File: config.mk
export PLATFORM = sky130hd
export DESIGN_NAME = wwdt_top
export DESIGN_NICKNAME = d
export VERILOG_FILES = /design/src/logic/wwdt_pkg.sv /design/src/logic/wwdt_top.sv
export VERILOG_INCLUDE_DIRS = /design/src /design/src/logic
export SDC_FILE = /design/constraint.sdc
export NUM_CORES = 1
export LEC_CHECK = 0
export ABC_AREA = 1
export CORE_AREA = 2 2 92 94
export DETAILED_ROUTE_END_ITERATION = 12
export DIE_AREA = 0 0 94 96
export DONT_BUFFER_PORTS = 1
export SKIP_LAST_GASP = 1
export SYNTH_ARGS = -nofsm -noshare
export SYNTH_HDL_FRONTEND = slang
export SYNTH_SLANG_ARGS = --single-unit
export TNS_END_PERCENT = 5
File: constraint.sdc
create_clock -name clk -period 7.1 [get_ports clk]
set_input_delay 0.71 -clock clk [delete_from_list [all_inputs] [get_ports clk]]
set_output_delay 0.71 -clock clk [all_outputs]
set_load 0.01 [all_outputs]
File: src/logic/wwdt_consts.svh
// Constants for the windowed watchdog: offsets, field positions, reset values, timing counts
`ifndef WWDT_CONSTS_SVH
`define WWDT_CONSTS_SVH

// Register offsets on the plain register port
`define WWDT_OFS_CONTROL 8'h00
`define WWDT_OFS_STATUS 8'h01
`define WWDT_OFS_GUARD 8'h02

// Field positions
`define WWDT_CTRL_PERIOD_LSB 0
`define WWDT_CTRL_WINDOW_LSB 4
`define WWDT_STAT_LOCK_BIT 7
`define WWDT_STAT_SYNC_BIT 0

// Reset values of plain fields
`define WWDT_RDATA_RST 8'h00
`define WWDT_GUARD_RST 4'h0

// Timing counts
`define WWDT_CODE_OFF 4'h0
`define WWDT_CODE_MAX 4'hB
`define WWDT_BASE_CYCLES 14'h0008
`define WWDT_SYNC_LAST 2'h1
`define WWDT_GUARD_INSTR 4'h4
`define WWDT_UNLOCK_KEY 8'hA5

`endif

File: src/logic/wwdt_pkg.sv
// Types shared by the windowed watchdog design
`default_nettype none

package wwdt_pkg;

   // Position of the watchdog count within its sequence
   typedef enum logic [1:0] {
      WWDT_IDLE,
      WWDT_FIRST,
      WWDT_CLOSED,
      WWDT_OPEN
   } wwdt_phase_t;

   // One request on the register port
   typedef struct packed {
      logic [7:0] addr;
      logic [7:0] wdata;
      logic wr;
      logic rd;
   } wwdt_bus_req_t;

   // Whole state of the block
   typedef struct packed {
      logic [7:0] ctrl;
      logic [3:0] run_period;
      logic [3:0] run_window;
      logic lock;
      logic sync_pend;
      logic [1:0] sync_cnt;
      logic rst_pend;
      logic [1:0] rst_cnt;
      logic [3:0] guard_cnt;
      logic [13:0] cnt;
      wwdt_phase_t phase;
      logic wd_prev;
      logic dbg_prev;
      logic sys_reset;
      logic [7:0] rdata;
   } wwdt_state_t;

endpackage : wwdt_pkg

`default_nettype wire

File: src/logic/wwdt_top.sv
// Windowed watchdog timer with keyed configuration, lock and restart synchroniser
// Function
// - Watchdog runs only while the period field is non-zero.
// - Normal mode resets the system when no restart arrives before timeout.
// - Each accepted restart outside the closed period clears the count and starts a fresh period.
// - Eleven timeout lengths from about eight milliseconds to about eight seconds.
// - Period and window codes 1..11 give 8 doubling to 8K watchdog clocks.
// - Window field zero selects normal mode, non-zero selects window mode.
// - Restart during the closed period resets the system at once.
// - Open period follows closed period; timeout in it resets the system.
// - After enabling window mode or debug, closed period waits for first restart.
// - A restart needs one to two watchdog clocks before it acts.
// - A restart arriving while one is still synchronising is ignored.
// - While locked, period and window fields cannot change.
// - Software can only set the lock; it clears only in debug.
// - Control loads from fuses at reset; enabled fuse config sets the lock.
// - Control writes cross to the watchdog clock, flagged by a busy bit.
// - Busy flag sets on control write and clears when transfer completes.
// - Protected writes work only within four cycles after the unlock key.
// - Protected bits stay unchanged when written without a valid unlock.
// - Watchdog keeps counting in active and sleep modes while clock runs.
// - Debug halt stops the watchdog and clears its counter.
// - Leaving debug in window mode runs a normal timeout first.
// - Counter advances on the 1 kHz watchdog oscillator clock.
//
// The address-and-strobe port and the placing of the registers were chosen for this implementation.
`timescale 1ns/10ps
`include "wwdt_consts.svh"
`default_nettype none

module wwdt_top #(
   parameter logic [3:0] GUARD_CYCLES = `WWDT_GUARD_INSTR,
   parameter logic [7:0] UNLOCK_KEY = `WWDT_UNLOCK_KEY // Arbitrary value
) (
   input wire logic clk,
   input wire logic rst,
   input wire logic ce,
   input wire wwdt_pkg::wwdt_bus_req_t bus_req,
   output logic [7:0] rdata,
   input wire logic watchdog_restart_instr,
   input wire logic debug_halt,
   input wire logic wd_osc_clk,
   input wire logic [7:0] wd_fuse_config,
   output logic wd_sys_reset
);

   // ************************************************************
   // Helper functions
   // ************************************************************

   // Timeout length in watchdog clocks; reserved codes clamp to the longest
   function automatic logic [13:0] wwdt_cycles(input logic [3:0] code);
      logic [3:0] c;
      c = (code > `WWDT_CODE_MAX) ? `WWDT_CODE_MAX : code;
      if (c == `WWDT_CODE_OFF)
      begin
         c = 4'h1;
      end
      wwdt_cycles = `WWDT_BASE_CYCLES << (c - 4'h1);
   endfunction : wwdt_cycles

   // Phase to enter when a configuration becomes active
   function automatic wwdt_pkg::wwdt_phase_t wwdt_start_phase(input logic [7:0] cfg);
      if (cfg[`WWDT_CTRL_PERIOD_LSB +: 4] == `WWDT_CODE_OFF)
      begin
         wwdt_start_phase = wwdt_pkg::WWDT_IDLE;
      end
      else if (cfg[`WWDT_CTRL_WINDOW_LSB +: 4] != `WWDT_CODE_OFF)
      begin
         wwdt_start_phase = wwdt_pkg::WWDT_FIRST;
      end
      else
      begin
         wwdt_start_phase = wwdt_pkg::WWDT_OPEN;
      end
   endfunction : wwdt_start_phase

   // Register read decode; unmapped offsets read zero
   function automatic logic [7:0] wwdt_read(input logic [7:0] addr,
                                            input wwdt_pkg::wwdt_state_t s);
      logic [7:0] v;
      v = 8'h00;
      if (addr == `WWDT_OFS_CONTROL)
      begin
         v = s.ctrl;
      end
      else if (addr == `WWDT_OFS_STATUS)
      begin
         v[`WWDT_STAT_LOCK_BIT] = s.lock;
         v[`WWDT_STAT_SYNC_BIT] = s.sync_pend;
      end
      wwdt_read = v;
   endfunction : wwdt_read

   // ************************************************************
   // State and event decode
   // ************************************************************

   wwdt_pkg::wwdt_state_t s_q;
   wwdt_pkg::wwdt_state_t s_d;
   logic tick;
   logic cfg_fire;
   logic restart_fire;
   logic debug_exit;
   logic run_tick;
   logic guard_open;
   logic ctrl_write_ok;
   logic [13:0] limit;
   logic [13:0] cnt_inc;

   // Oscillator edge seen as a one-cycle tick of the system clock
   assign tick = ce & wd_osc_clk & ~s_q.wd_prev;
   // Transfers complete on the second tick after they start: 1 to 2 osc periods
   assign cfg_fire = tick & s_q.sync_pend & (s_q.sync_cnt == `WWDT_SYNC_LAST);
   assign restart_fire = tick & s_q.rst_pend & (s_q.rst_cnt == `WWDT_SYNC_LAST);
   assign debug_exit = ~debug_halt & s_q.dbg_prev;
   // Counting never depends on sleep state; it needs an oscillator tick outside debug while the watchdog runs
   assign run_tick = tick & ~debug_halt & ~debug_exit & ~cfg_fire
                   & (s_q.phase != wwdt_pkg::WWDT_IDLE) & ~s_q.sys_reset;
   assign guard_open = (s_q.guard_cnt != `WWDT_GUARD_RST);
   // A locked or unkeyed write leaves the control bits alone
   assign ctrl_write_ok = ce & bus_req.wr & (bus_req.addr == `WWDT_OFS_CONTROL)
                        & guard_open & ~s_q.lock;
   assign limit = (s_q.phase == wwdt_pkg::WWDT_CLOSED) ? wwdt_cycles(s_q.run_window)
                                                       : wwdt_cycles(s_q.run_period);
   assign cnt_inc = s_q.cnt + 14'h0001;

   // ************************************************************
   // Next state
   // ************************************************************

   // Watchdog-domain work first so that bus sets below win over clears
   always_comb
   begin
      s_d = s_q;
      if (ce)
      begin
         s_d.wd_prev = wd_osc_clk;
         s_d.dbg_prev = debug_halt;
         s_d.rdata = `WWDT_RDATA_RST;
         if (bus_req.rd)
         begin
            s_d.rdata = wwdt_read(bus_req.addr, s_q);
         end
         // Key window closes on its own after a few cycles
         if (guard_open)
         begin
            s_d.guard_cnt = s_q.guard_cnt - 4'h1;
         end
         // Both synchronisers advance only on oscillator ticks
         if (tick && s_q.sync_pend)
         begin
            s_d.sync_cnt = s_q.sync_cnt + 2'h1;
            if (cfg_fire)
            begin
               s_d.sync_pend = 1'b0;
            end
         end
         if (tick && s_q.rst_pend)
         begin
            s_d.rst_cnt = s_q.rst_cnt + 2'h1;
            if (restart_fire)
            begin
               s_d.rst_pend = 1'b0;
            end
         end
         // A restart is taken only when none is in flight
         if (watchdog_restart_instr && !s_q.rst_pend)
         begin
            s_d.rst_pend = 1'b1;
            s_d.rst_cnt = 2'h0;
         end
         // A finished transfer lands even in debug, so a cleared busy flag never lies
         if (cfg_fire)
         begin
            s_d.run_period = s_q.ctrl[`WWDT_CTRL_PERIOD_LSB +: 4];
            s_d.run_window = s_q.ctrl[`WWDT_CTRL_WINDOW_LSB +: 4];
            s_d.phase = wwdt_start_phase(s_q.ctrl);
         end
         // Counter sequence
         if (debug_halt)
         begin
            s_d.cnt = 14'h0000;
         end
         else if (cfg_fire)
         begin
            s_d.cnt = 14'h0000;
         end
         else if (debug_exit)
         begin
            // Resume with a plain timeout; closed period waits for a restart
            s_d.cnt = 14'h0000;
            if (s_q.phase != wwdt_pkg::WWDT_IDLE && s_q.run_window != `WWDT_CODE_OFF)
            begin
               s_d.phase = wwdt_pkg::WWDT_FIRST;
            end
         end
         else if (run_tick)
         begin
            if (restart_fire)
            begin
               if (s_q.phase == wwdt_pkg::WWDT_CLOSED)
               begin
                  s_d.sys_reset = 1'b1;
               end
               else
               begin
                  s_d.cnt = 14'h0000;
                  s_d.phase = (s_q.run_window != `WWDT_CODE_OFF) ? wwdt_pkg::WWDT_CLOSED
                                                                 : wwdt_pkg::WWDT_OPEN;
               end
            end
            else if (cnt_inc >= limit)
            begin
               if (s_q.phase == wwdt_pkg::WWDT_CLOSED)
               begin
                  s_d.cnt = 14'h0000;
                  s_d.phase = wwdt_pkg::WWDT_OPEN;
               end
               else
               begin
                  s_d.sys_reset = 1'b1;
               end
            end
            else
            begin
               s_d.cnt = cnt_inc;
            end
         end
         // Register writes; a control write while busy is the caller's fault
         if (ctrl_write_ok)
         begin
            s_d.ctrl = bus_req.wdata;
            s_d.sync_pend = 1'b1;
            s_d.sync_cnt = 2'h0;
            s_d.guard_cnt = `WWDT_GUARD_RST;
         end
         if (bus_req.wr && bus_req.addr == `WWDT_OFS_STATUS && guard_open)
         begin
            if (bus_req.wdata[`WWDT_STAT_LOCK_BIT])
            begin
               s_d.lock = 1'b1;
            end
            else if (debug_halt)
            begin
               s_d.lock = 1'b0;
            end
            s_d.guard_cnt = `WWDT_GUARD_RST;
         end
         if (bus_req.wr && bus_req.addr == `WWDT_OFS_GUARD)
         begin
            s_d.guard_cnt = (bus_req.wdata == UNLOCK_KEY) ? GUARD_CYCLES
                                                          : `WWDT_GUARD_RST;
         end
      end
   end

   // ************************************************************
   // State register
   // ************************************************************

   // Reset loads the fuse image; the reset acts even with the enable low
   always_ff @(posedge clk)
   begin
      if (rst)
      begin
         s_q <= '0;
         s_q.ctrl <= wd_fuse_config;
         s_q.run_period <= wd_fuse_config[`WWDT_CTRL_PERIOD_LSB +: 4];
         s_q.run_window <= wd_fuse_config[`WWDT_CTRL_WINDOW_LSB +: 4];
         s_q.lock <= (wd_fuse_config[`WWDT_CTRL_PERIOD_LSB +: 4] != `WWDT_CODE_OFF);
         s_q.phase <= wwdt_start_phase(wd_fuse_config);
         // Seed the edge detector from the pin so that release brings no false tick
         s_q.wd_prev <= wd_osc_clk;
      end
      else
      begin
         s_q <= s_d;
      end
   end

   assign rdata = s_q.rdata;
   assign wd_sys_reset = s_q.sys_reset;
endmodule : wwdt_top

`default_nettype wire

; Word level (Yosys, flattened, before mapping)
; Index checks and enable logic that the tools add are counted.
[word_totals]
output_inout_bits = 9
reg_bits = 54
[classes]
n_bitwise = 22
order_cmp = 3
reduce_logical = 41
n_eq_ne = 10
n_addsub = 6
n_mux = 55
shift = 2
[op_table]
columns = operator, n
row1 = $mux W54, 2
row2 = $mux W16, 5
row3 = $mux W14, 4
row4 = $mux W4, 8
row5 = $reduce_bool A4 Y1, 7
row6 = $shl A4 B4 Y14 const A, 2
row7 = $mux W8, 3
row8 = $reduce_bool A2 Y1, 10
row9 = $mux W1, 18
row10 = $mux W2, 9
row11 = $and A1 B1 Y1, 16
row12 = $logic_not A4 Y1, 4
row13 = $mux W3, 5
row14 = $add A14 B1 Y14 const B, 1
row15 = $ge A14 B14 Y1, 1
row16 = $sub A4 B1 Y4 const B, 3
row17 = $reduce_and A2 Y1, 5
row18 = $reduce_and A3 Y1, 3
row19 = $eq A8 B1 Y1 const B, 1
row20 = $eq A8 B2 Y1 const B, 1
row21 = $eq A8 B8 Y1 const B, 1
row22 = $gt A4 B4 Y1 const B, 2
row23 = $logic_not A8 Y1, 1
row24 = $reduce_and A8 Y1, 1
row25 = other kinds (13), 26

; Logic depth before layout (Yosys ltp)
; Gate-level depths: netlist of the first run.
[logic_depth]
depth_word = 16
depth_mapped = 22
ltp_nobuf = 22

; Worst setup path after synthesis of the first run
; Ideal clock, no wire load.
[synth_path]
path_type = flip-flop to flip-flop
from = reg s_q[12] in the netlist's numbering
to = reg s_q[16] in the netlist's numbering
arrival_ns = 2.592
stages_incl_launch_ff = 19
setup_time_ns = 0.113
setup_slack_ns = 4.395
path_cell_list = edfxtp_1 > nand2_1 > a21oi_1 > a32oi_1 > nand2_1 > nor2_1 > nand2_1 > ha_1 > nand2_1 > nor2_1 > nand2_1 > nor2_1 > nor2_1 > nand2_1 > nand3_1 > nand3_4 > buf_2 > nor2_1 > nor2_1
[synth_between]
elab_chain_cells = 9
[synth_rtl]
columns = item, line_no
row1 = from (decl), wwdt_top.sv:99  ; wwdt_pkg::wwdt_state_t s_q;
row2 = $eq A2 B2 Y1, "wwdt_top.sv:124, wwdt_top.sv:202, wwdt_top.sv:215"
row3 = $mux W14, wwdt_top.sv:124  ; assign limit = (s_q.phase == wwdt_pkg::WWDT_CLOSED) ? wwdt_cycles(s_q.run_window)
row4 = $ge A14 B14 Y1, wwdt_top.sv:213  ; else if (cnt_inc >= limit)
row5 = $mux W14, wwdt_top.sv:213
row6 = $mux W16, wwdt_top.sv:200  ; if (restart_fire)
row7 = $mux W16, wwdt_top.sv:198  ; else if (run_tick)
row8 = $mux W16, wwdt_top.sv:189  ; else if (debug_exit)
row9 = $mux W14, wwdt_top.sv:185  ; else if (cfg_fire)
row10 = $mux W14, wwdt_top.sv:181  ; if (debug_halt)
; Parallel ways exist; a longest one is shown, timed or not. The select of a mux whose other input is x is not followed.
; A chain may end at the register's enable or synchronous reset.

; Worst setup path after layout of the first run
[layout_path]
from = reg s_q[12] in the netlist's numbering
to = reg s_q[20] in the netlist's numbering
; The elaborated chain is that of the path after synthesis.

==> results of run 1 <==
synth_stat cells, types with 2 or more instances:
master      n
nand4_2     2
xnor2_1     2
o21ai_0    23
o31ai_1     8
nand3_4     2
nor3_1      9
nand3b_1    2
buf_6       2
nor4_1      3
inv_2       2
a211oi_1    2
edfxtp_1   20
nand3_1    20
nor2_1     80
o21ai_1     2
buf_4       9
clkbuf_1    3
xor2_1      8
nand4_1     5
o22ai_1     7
buf_2       3
nand2_1   141
a21oi_1    10
ha_1       17
inv_1      85
dfxtp_1    34
report_power, final:
group          leakage, nW  total [mW]  switching (mW)  internal [mW]
clock               0.0502       0.197           0.124         0.0737
combinational         1.18       0.212           0.135         0.0776
sequential           0.477       0.376          0.0227          0.354
total                 1.71       0.786           0.281          0.505
state kept, by name, summed over array words and instances, names as in the netlist:
signal	flops
rdata	8
s_q	45
wd_sys_reset	1
worst reg2reg max path, delay by kind of cell, from the launching register on:
family	cells	cell delay, ns
simple gates	15	1.80
fa+ha+maj	1	0.29
compound gates	2	0.61
flops	1	0.43
logic make-up (layout without fill, tap and decap cells):
group,after synthesis,in the layout,share of synthesized area
compound gates,57,57,0.0951
xor+xnor,10,10,0.0249
fa+ha+maj,17,17,0.0605
buf+inv,105,97,0.127
flops,54,54,0.365
simple gates,269,269,0.328
path summary, 6_finish.rpt:
kind              slack, ns  cells after the start  startpoint       to
setup / recovery       3.92                     18     s_q[12]  s_q[20]
hold / removal         0.44                      1         rst  s_q[33]
setup reg to reg       3.92                     18     s_q[12]  s_q[20]
hold reg to reg        0.47                      1     s_q[31]  s_q[31]
per-layer routing:
layer | up-vias | GRT usage | wire, um
li1 | 1589 | - | -
met1 | 1360 | 0.211 | 3500
met2 | 58 | 0.326 | 3690
met3 | 15 | 0.0305 | 329
met4 | 0 | 0.0737 | 159
met5 | - | 0 | 0
area by class of cell:
| class | count | area (um2) | area share |
|---|---|---|---|
| multi-input cells | 353 | 1790 | 0.491 |
| clock inverters | 3 | 28.8 | 0.00792 |
| inverters | 88 | 330 | 0.0909 |
| clock buffers | 5 | 68.8 | 0.0189 |
| flip-flops and latches | 54 | 1280 | 0.353 |
| repair buffers | 1 | 7.51 | 0.00207 |
| well taps | 105 | 131 | 0.0362 |
per-stage QoR:
| step | util | setup WS (ns) | instance area, um2 |
|---|---|---|---|
| after floorplan | - | 4.40 | 3510 |
| after global placement | 0.439 | 4.00 | 3540 |
| after detailed placement | 0.439 | 3.94 | 3540 |
| after CTS | 0.451 | 3.92 | 3630 |
| after global routing | 0.451 | 3.51 | 3630 |
| final | 0.451 | 3.92 | 3630 |
==> reports/results.ini, run 1 <==
[timing]
hold_ws_ns = 0.444
finalHoldViolations = 0
max-slew-margin-rel = 0.295
setup_violations = 0
finalCriticalPeriod_ns = 3.18
finalClockSkew_ns = 0.0112
timing.fmax_ghz = 0.314
maxSlewViolCount = 0
rsz0062_at_grt = no
worst_pin_slew_ns = 1.05
fin_setup_tns_ns = 0
fin_crit_sh = 0.448

[finish]
diodes = 0
final_common_cell = nand2_1
layout.nets = 552
fin_cells = 609
drive_gt1_frac = 0.0357
area.growth.synth_to_final_pct = 3.42
fillCellCount = 840
layout_common_cells = 141 x nand2_1, 85 x inv_1, 80 x nor2_1

[yosys]
async_flop_share = 0
yosysSeqAreaShare = 0.365
netlist_instances = 512
synth_edf_count = 20
syn_nets = 561
syn_area_per_cell_um2 = 6.86
ys_ff_latch = 54
synth_warnings = 0
ys_top_cells_by_area = dfxtp_1 19%, edfxtp_1 17%, nand2_1 15%
yosysTopAreaCell = dfxtp_1
ys_types = 37
synthFlopType = dfxtp_1
synth_area_um2 = 3510
synth_top_area_share = 0.194

[grt]
grt_overflow = 0
grt_max_degree = 29
grt_util_all_layers = 0.180
antenna_found_initial = 0
grt_pass1_wl_um = 12900
grt_pass1_vias = 2916

[floorplan]
dieArea_um2 = 9020
io_pins = 41
die_w_um = 94
start_util = 0.436
core_area_um2 = 8050
fp.dieH_um = 96
num_rows = 33

[critical_path]
end_kind = flop
worstSetupPathType = flop to flop
critPathArrivalTime_ns = 3.44
critical_path_buf_inv_count = 0
path_common_cell = nand2_1
crit_family = simple AND/OR/NAND/NOR gates
critPathMaxFanout = 28
critPathLaunchType = flop
crit_required_ns = 7.36
cpMaxStageDelayCell = a32oi_1
crit_path_cell_trace = nand2_1 > a21oi_1 > a32oi_1 > nand2_1 > nor2_1 > nand2_1 > ha_1 > nand2_1 > nor2_1 > nand2_1 > nor2_1 > nor2_1 > nand2_1 > nand3_1 > nand3_4 > nand2_1 > nand2_1 > nor2_1
critPathMaxStageDelay_ns = 0.52

[clocking]
ctsRootBufferMaster = clkbuf_8
cts_resized = 0
clock_latency_ns = 0.32
cts_setup_buffers = 0
tritoncts = built
hold_buffers = 0
clk_pin_slew_worst_paths_ns = 0.11
cts_buffer_depth = 2
cts_sinks = 54
cts_buffers = 5
htree_levels = 2

[routing]
wirelength_um = 7680
vias = 3022
dr.pass1.iters = 4
wl_per_cell_um = 12.6
via_per_inst = 4.96
drtAntennaViolNets = 0
route.detailed.drc = 0
drtIter0Drc = 102

[placed_design]
gp_congestion = 0.869
hpwl_um = 5880
placed_cells = 601
numPortBuffers = 0

[power_and_ir_drop]
power.density_nw_per_um2 = 216
ir_drop_v = 0.000160
leakagePower_nw = 1.71
fin_total_pwr_mw = 0.786

[flow_run]
max_cap_violations = 0

[hold_path]
hp-class = input port to flop

[run_status]
status = finished, final reports clean

(Power assumes the default switching activity.)
==> run 2, diff against run 1 <==
- ABC_AREA: 1 -> 0
- CORE_AREA: 2 2 92 94 -> 2 2 88 90
- DIE_AREA: 0 0 94 96 -> 0 0 90 92
- clock period: 7.1 -> 3 ns (I/O delays scaled with it)
==> run 2 against run 1 <==
Against the previous run: the run now ends with setup timing left; synthesized area fell by 8.0%; global-route usage rose by 0.088 points; clock power rose by 130%; highest routed layer unchanged; total power rose by 110%; via count fell by 11%; utilization rose by 4.9 points; die area fell by 8.2%; largest cell class unchanged.
==> reports/results.ini, run 2 <==
[timing]
fin_crit_sh = 1.05  ; +0.600
fin_setup_tns_ns = -0.748  ; -0.748 ns
finalClockSkew_ns = 0.0131  ; +0.00187 ns
timing.fmax_ghz = 0.318  ; +1.3%
setup_ws_ns = -0.144  ; -4.06 ns
maxSlewViolCount = 0  ; unchanged
finalHoldViolations = 0  ; unchanged
setup_violations = 12  ; +12
rsz0062_at_grt = yes
max-slew-margin-rel = 0.338  ; +0.0425
worst_pin_slew_ns = 0.980  ; -0.0727 ns
finalCriticalPeriod_ns = 3.14  ; -0.0397 ns

[run_status]
status = finished, violations left
violations = setup timing

[grt]
antenna_found_initial = 0  ; unchanged
grt_pass1_wl_um = 12300  ; -4.8%
grt_util_all_layers = 0.181  ; +0.000876
grt_pass1_vias = 2590  ; -11%
grt_overflow = 0  ; unchanged
grt_max_degree = 35  ; +21%

[finish]
layout_common_cells = 45 x nand2_1, 35 x buf_4, 33 x dfxtp_1
layout.nets = 432  ; -22%
fillCellCount = 712  ; -15%
drive_gt1_frac = 0.188  ; +0.152
fin_util = 0.500  ; +0.0485
area.growth.synth_to_final_pct = 15.2
largest_reg_flops = 45  ; unchanged
diodes = 0  ; unchanged
regMostFlops = s_q
final_common_cell = nand2_1

[yosys]
async_flop_share = 0  ; unchanged
synth.area.mux_share = 0.0124  ; +0.0124
synth_xor_area_frac = 0.0217  ; -0.00325
ys_types = 64  ; +73%
synthSimpleGateAreaFrac = 0.245  ; -0.0822
post-synth-top-count-cell = nand2_1
yosysSeqAreaShare = 0.396  ; +0.0318
ys_ff_latch = 54  ; unchanged
synth_top_area_share = 0.211  ; +0.0169
syn_nets = 409  ; -27%
synth_fa_ha_area_frac = 0.0658  ; +0.00527
ys_top_cells_by_area = dfxtp_1 21%, edfxtp_1 19%, a22o_1 7.0%
synth_top_family_by_area = simple AND/OR/NAND/NOR gates
netlist_instances = 360  ; -30%
synth_area_um2 = 3230  ; -8.0%
synth_warnings = 0  ; unchanged
synthFlopType = dfxtp_1
synth_common_cells = 46 x nand2_1, 34 x dfxtp_1, 33 x nor2_1
synth_edf_count = 20  ; unchanged
yosysTopAreaCell = dfxtp_1
synth_compound_area_frac = 0.204  ; +0.109
syn_area_per_cell_um2 = 8.98  ; +31%

[critical_path]
critPathLaunchType = flop
critPathMaxStageDelay_ns = 0.42  ; -0.10 ns
crit_required_ns = 3.22  ; -4.14 ns
cpMaxStageDelayCell = edfxtp_1
critPathMaxFanout = 6  ; -79%
worstSetupPathType = flop to flop
crit_path_cell_trace = and2_4 > buf_4 > o32ai_4 > inv_1 > or3_1 > ha_4 > nand2_2 > a2111oi_4 > a211oi_2 > buf_4 > nand3_4 > buf_6 > nor3_1 > a221o_1
path_common_cell = buf_4
end_kind = flop
critPathArrivalTime_ns = 3.36  ; -0.08 ns

[routing]
route.detailed.drc = 0  ; unchanged
drtAntennaViolNets = 0  ; unchanged
drtIter0Drc = 176  ; +73%
highest_layer = met4
via_per_inst = 5.54  ; +12%
wl_per_cell_um = 15.1  ; +20%
dr.pass1.iters = 4  ; unchanged
wl_met3_um = 332  ; +0.91%
wirelength_um = 7320  ; -4.6%
vias = 2694  ; -11%
wl_met1_um = 3450  ; -1.6%
met2WireLength_um = 3460  ; -6.0%

[power_and_ir_drop]
power.density_nw_per_um2 = 445  ; +110%
ir_drop_v = 0.000284  ; +78%
fin_total_pwr_mw = 1.66  ; +110%
leakagePower_nw = 1.45  ; -15%

[clocking]
ctsRootBufferMaster = clkbuf_8
clk_pin_slew_worst_paths_ns = 0.12  ; about the same
htree_levels = 2  ; unchanged
cts_buffer_depth = 2  ; unchanged
tritoncts = built
cts_sinks = 54  ; unchanged
cts_buffers = 5  ; unchanged
clock_latency_ns = 0.32  ; about the same
hold_buffers = 0  ; unchanged

[floorplan]
die_w_um = 90  ; -4.3%
core_area_um2 = 7450  ; -7.5%
fp.dieH_um = 92  ; -4.2%
start_util = 0.434  ; -0.00239
num_rows = 32  ; -3.0%
dieArea_um2 = 8280  ; -8.2%
io_pins = 41  ; unchanged

[placed_design]
gp_congestion = 0.792  ; -8.9%
numPortBuffers = 0  ; unchanged
hpwl_um = 5500  ; -6.5%
place_ws_ns = -0.309  ; -4.25 ns

[flow_run]
max_cap_violations = 0  ; unchanged

[hold_path]
hp-class = input port to flop

run 2: changes by cell type in the layout (fill, tap and decap cells not counted), sizes merged, moves of 7 or more:
cell	previous run	this run
o21ai	25	12
nor2b	0	9
buf	1	36
nand3	22	15
nand2	142	46
a22o	0	26
a21oi	10	24
nand2b	0	8
nor2	82	33
inv	88	15
run 2: logic make-up after synthesis:
kind of cell    count (synthesis)
compound gates                 90
xor+xnor                        8
fa+ha+maj                      17
buf+inv                        33
flops                          54
mux                             4
simple gates                  154
run 2: cell type report:
type                    instances  area, um2  area share
repair buffers                 36        274      0.0736
clock buffers                   5       68.8      0.0185
multi-input cells             273       1890       0.508
flip-flops and latches         54       1280       0.345
well taps                     102        128      0.0343
clock inverters                 3       28.8     0.00773
inverters                      13       51.3      0.0138
run 2: worst paths after layout:
kind	start	endpoint	slack (ns)	depth (start not counted)
max	s_q[45]	s_q[26]	-0.14	14
min	rst	s_q[36]	0.04	1
max reg2reg	s_q[45]	s_q[26]	-0.14	14
min reg2reg	s_q[30]	s_q[30]	0.50	2
run 2: timing repair:
| item | in CTS | in global routing |
|---|---|---|
| pin swaps | 5 | 2 |
| resized for setup | 15 | 5 |
| endpoints found under the setup margin | 15 | 16 |
| setup buffers | 5 | 0 |
run 2: worst max-delay path: cells and delay by family (launching register included):
family          cells  cell delay [ns]
compound gates      4             0.96
fa+ha+maj           1             0.29
buf+inv             4             0.54
flops               1             0.42
simple gates        5             0.81
run 2: routing by layer:
metal,global-route usage,vias up
met5,0,-
met4,0.0526,0
met3,0.0362,6
met2,0.289,52
met1,0.250,1283
li1,-,1353
run 2: report_power, final:
group / switching [mW] / leakage [nW] / internal, mW
combinational: 0.179 / 0.927 / 0.183
sequential: 0.0330 / 0.475 / 0.804
clock: 0.283 / 0.0506 / 0.176
run 2: metrics by stage:
| stage | cells | hold slack (ns) | instance area [um2] |
|---|---|---|---|
| floorplan | 360 | 0.426 | 3270 |
| global placement | 473 | 0.383 | 3500 |
| detailed placement | 473 | 0.387 | 3500 |
| CTS | 486 | 0.0347 | 3700 |
| global route | 486 | 0.0334 | 3720 |
| finish | 486 | 0.0418 | 3720 |
==> run 3, diff against run 2 <==
- SETUP_SLACK_MARGIN: default -> 0.1
==> run 3 against run 2 <==
Against the previous run: the flow still finishes with violations (setup timing); sequential power about the same; clock skew decreased by 0.0084 ns; sequential cell count unchanged; via count decreased by 2.3%; sequential share of layout area decreased by 0.21 points; maximum frequency increased by 0.70%; critical path type unchanged; largest cell class unchanged.
==> reports/results.ini, run 3 (synthesis results as in run 2) <==
[run_status]
status = finished, violations left
violations = setup timing

[grt]
grt_overflow = 0  ; unchanged
grt_util_all_layers = 0.170  ; -0.0106
grt_max_degree = 35  ; unchanged
antenna_found_initial = 0  ; unchanged
grt_pass1_wl_um = 11700  ; -5.0%
grt_pass1_vias = 2447  ; -5.5%

[critical_path]
crit_path_cell_trace = nor2b_4 > or4_4 > o31ai_4 > nor2_2 > nand2_1 > ha_1 > o211ai_1 > a2111oi_4 > a211oi_2 > nand3_2 > buf_6 > or3_4 > o221ai_1
reg2reg_slack_ns = -0.12  ; +0.02 ns
worstReg2RegEnd = s_q[25]
end_kind = flop
critPathMaxStageDelay_ns = 0.56  ; +0.14 ns
r2r_cells = 13  ; -1
critPathArrivalTime_ns = 3.36  ; about the same
worstSetupPathType = flop to flop
critPathLaunchType = flop
crit_required_ns = 3.23  ; about the same
critPathMaxFanout = 7  ; +1
cpMaxStageDelayCell = or4_4
rr_startpoint = s_q[12]

[hold_path]
hp-start = rst
hold_end = s_q[36]
hold_depth = 1  ; unchanged
hp-class = input port to flop

[finish]
drive_gt1_frac = 0.202  ; +0.0141
largest_reg_flops = 45  ; unchanged
layout_common_cells = 44 x nand2_1, 32 x dfxtp_1, 31 x nor2_1
regMostFlops = s_q
area.growth.synth_to_final_pct = 16.0
diodes = 0  ; unchanged
layout.nets = 425  ; -1.6%
final_common_cell = nand2_1
fillCellCount = 722  ; +1.4%

[floorplan]
fp.dieH_um = 92  ; unchanged
num_rows = 32  ; unchanged
io_pins = 41  ; unchanged
start_util = 0.434  ; unchanged
dieArea_um2 = 8280  ; unchanged
die_w_um = 90  ; unchanged
core_area_um2 = 7450  ; unchanged

[clocking]
cts_buffers = 5  ; unchanged
clock_latency_ns = 0.31  ; about the same
cts_buffer_depth = 2  ; unchanged
ctsRootBufferMaster = clkbuf_8
clk_pin_slew_worst_paths_ns = 0.10  ; -0.02 ns
htree_levels = 2  ; unchanged
cts_sinks = 54  ; unchanged
tritoncts = built
hold_buffers = 0  ; unchanged

[placed_design]
hpwl_um = 5210  ; -5.3%
place_ws_ns = -0.147  ; +0.162 ns
numPortBuffers = 0  ; unchanged
gp_congestion = 0.797  ; +0.62%

[routing]
via_per_inst = 5.49  ; -0.91%
drtIter0Drc = 131  ; -26%
dr.pass1.iters = 4  ; unchanged
route.detailed.drc = 0  ; unchanged
drtAntennaViolNets = 0  ; unchanged
vias = 2631  ; -2.3%
wirelength_um = 7060  ; -3.6%
wl_per_cell_um = 14.7  ; -2.2%

[timing]
finalCriticalPeriod_ns = 3.12  ; -0.0217 ns
worst_pin_slew_ns = 0.940  ; -0.0402 ns
fin_crit_sh = 1.04  ; -0.00724
timing.fmax_ghz = 0.320  ; +0.70%
rsz0062_at_grt = yes
fin_setup_tns_ns = -0.663  ; +0.0853 ns
maxSlewViolCount = 0  ; unchanged
finalClockSkew_ns = 0.00469  ; -0.00839 ns
setup_ws_ns = -0.122  ; +0.0217 ns
max-slew-margin-rel = 0.365  ; +0.0272
finalHoldViolations = 0  ; unchanged
setup_violations = 9  ; -3
hold_ws_ns = 0.0631  ; +0.0213 ns

[power_and_ir_drop]
ir_drop_v = 0.000270  ; -4.9%
leakagePower_nw = 1.45  ; about the same
power.density_nw_per_um2 = 454  ; +2.1%

[flow_run]
max_cap_violations = 0  ; unchanged

## run 3: cell types whose count changed in the layout (fill, tap and decap cells not counted), sizes merged
cell / before / now
bufinv: 0 / 1
o31ai: 3 / 4
clkinv: 1 / 0
buf: 36 / 28
## run 3: area by class of cell
cell class              count  area (um2)  share of cell area
repair buffers             28         214              0.0571
multi-input cells         274        1960               0.522
clock buffers               5        68.8              0.0184
flip-flops and latches     54        1280               0.342
inverters                  13        48.8              0.0130
clock inverters             3        47.5              0.0127
well taps                 102         128              0.0340
## run 3: through the flow
stage,instance area (um2),cells,utilization,power (mW)
after floorplan,3270,360,-,1.10
after global placement,3410,461,0.459,1.15
after detailed placement,3410,461,0.459,1.15
after CTS,3650,475,0.491,1.69
after global routing,3750,479,0.503,1.79
final,3750,479,0.503,1.70
## run 3: repair_timing
action                     in CTS  in global routing
gates cloned                    1                  0
pin swaps                       6                  9
buffers inserted                5                  5
setup endpoints to repair      15                 16
gates resized for setup        17                 17
## run 3: worst max-delay path by stage
stage               startpoint       to  slack, ns
global placement       s_q[12]  s_q[25]       -0.1
floorplan              s_q[12]  s_q[25]       0.02
detailed placement     s_q[11]  s_q[15]      -0.15
global route           s_q[11]  s_q[25]      -0.33
finish                 s_q[12]  s_q[25]      -0.12
CTS                    s_q[12]  s_q[25]      -0.07
## run 3: critical path, delay by kind of cell, from the launching register on
| kind | cells | cell delay [ns] |
|---|---|---|
| flip-flops | 1 | 0.39 |
| buffers and inverters | 1 | 0.16 |
| adder cells (fa/ha/maj) | 1 | 0.22 |
| AO/OA/AOI/OAI | 5 | 0.92 |
| AND/OR/NAND/NOR | 6 | 1.35 |
## run 3: power breakdown
part / leakage (nW) / switching [mW] / internal (mW) / total (mW)
Clock: 0.0591 / 0.261 / 0.255 / 0.516
Sequential: 0.476 / 0.0342 / 0.804 / 0.838
Combinational: 0.917 / 0.172 / 0.177 / 0.349
## run 3: metal layers
metal,vias to the layer above,routed length (um),GRT usage
met1,1257,3530,0.237
met4,0,63,0.0346
li1,1348,-,-
met2,20,3300,0.278
met5,-,0,0
met3,6,162,0.0337
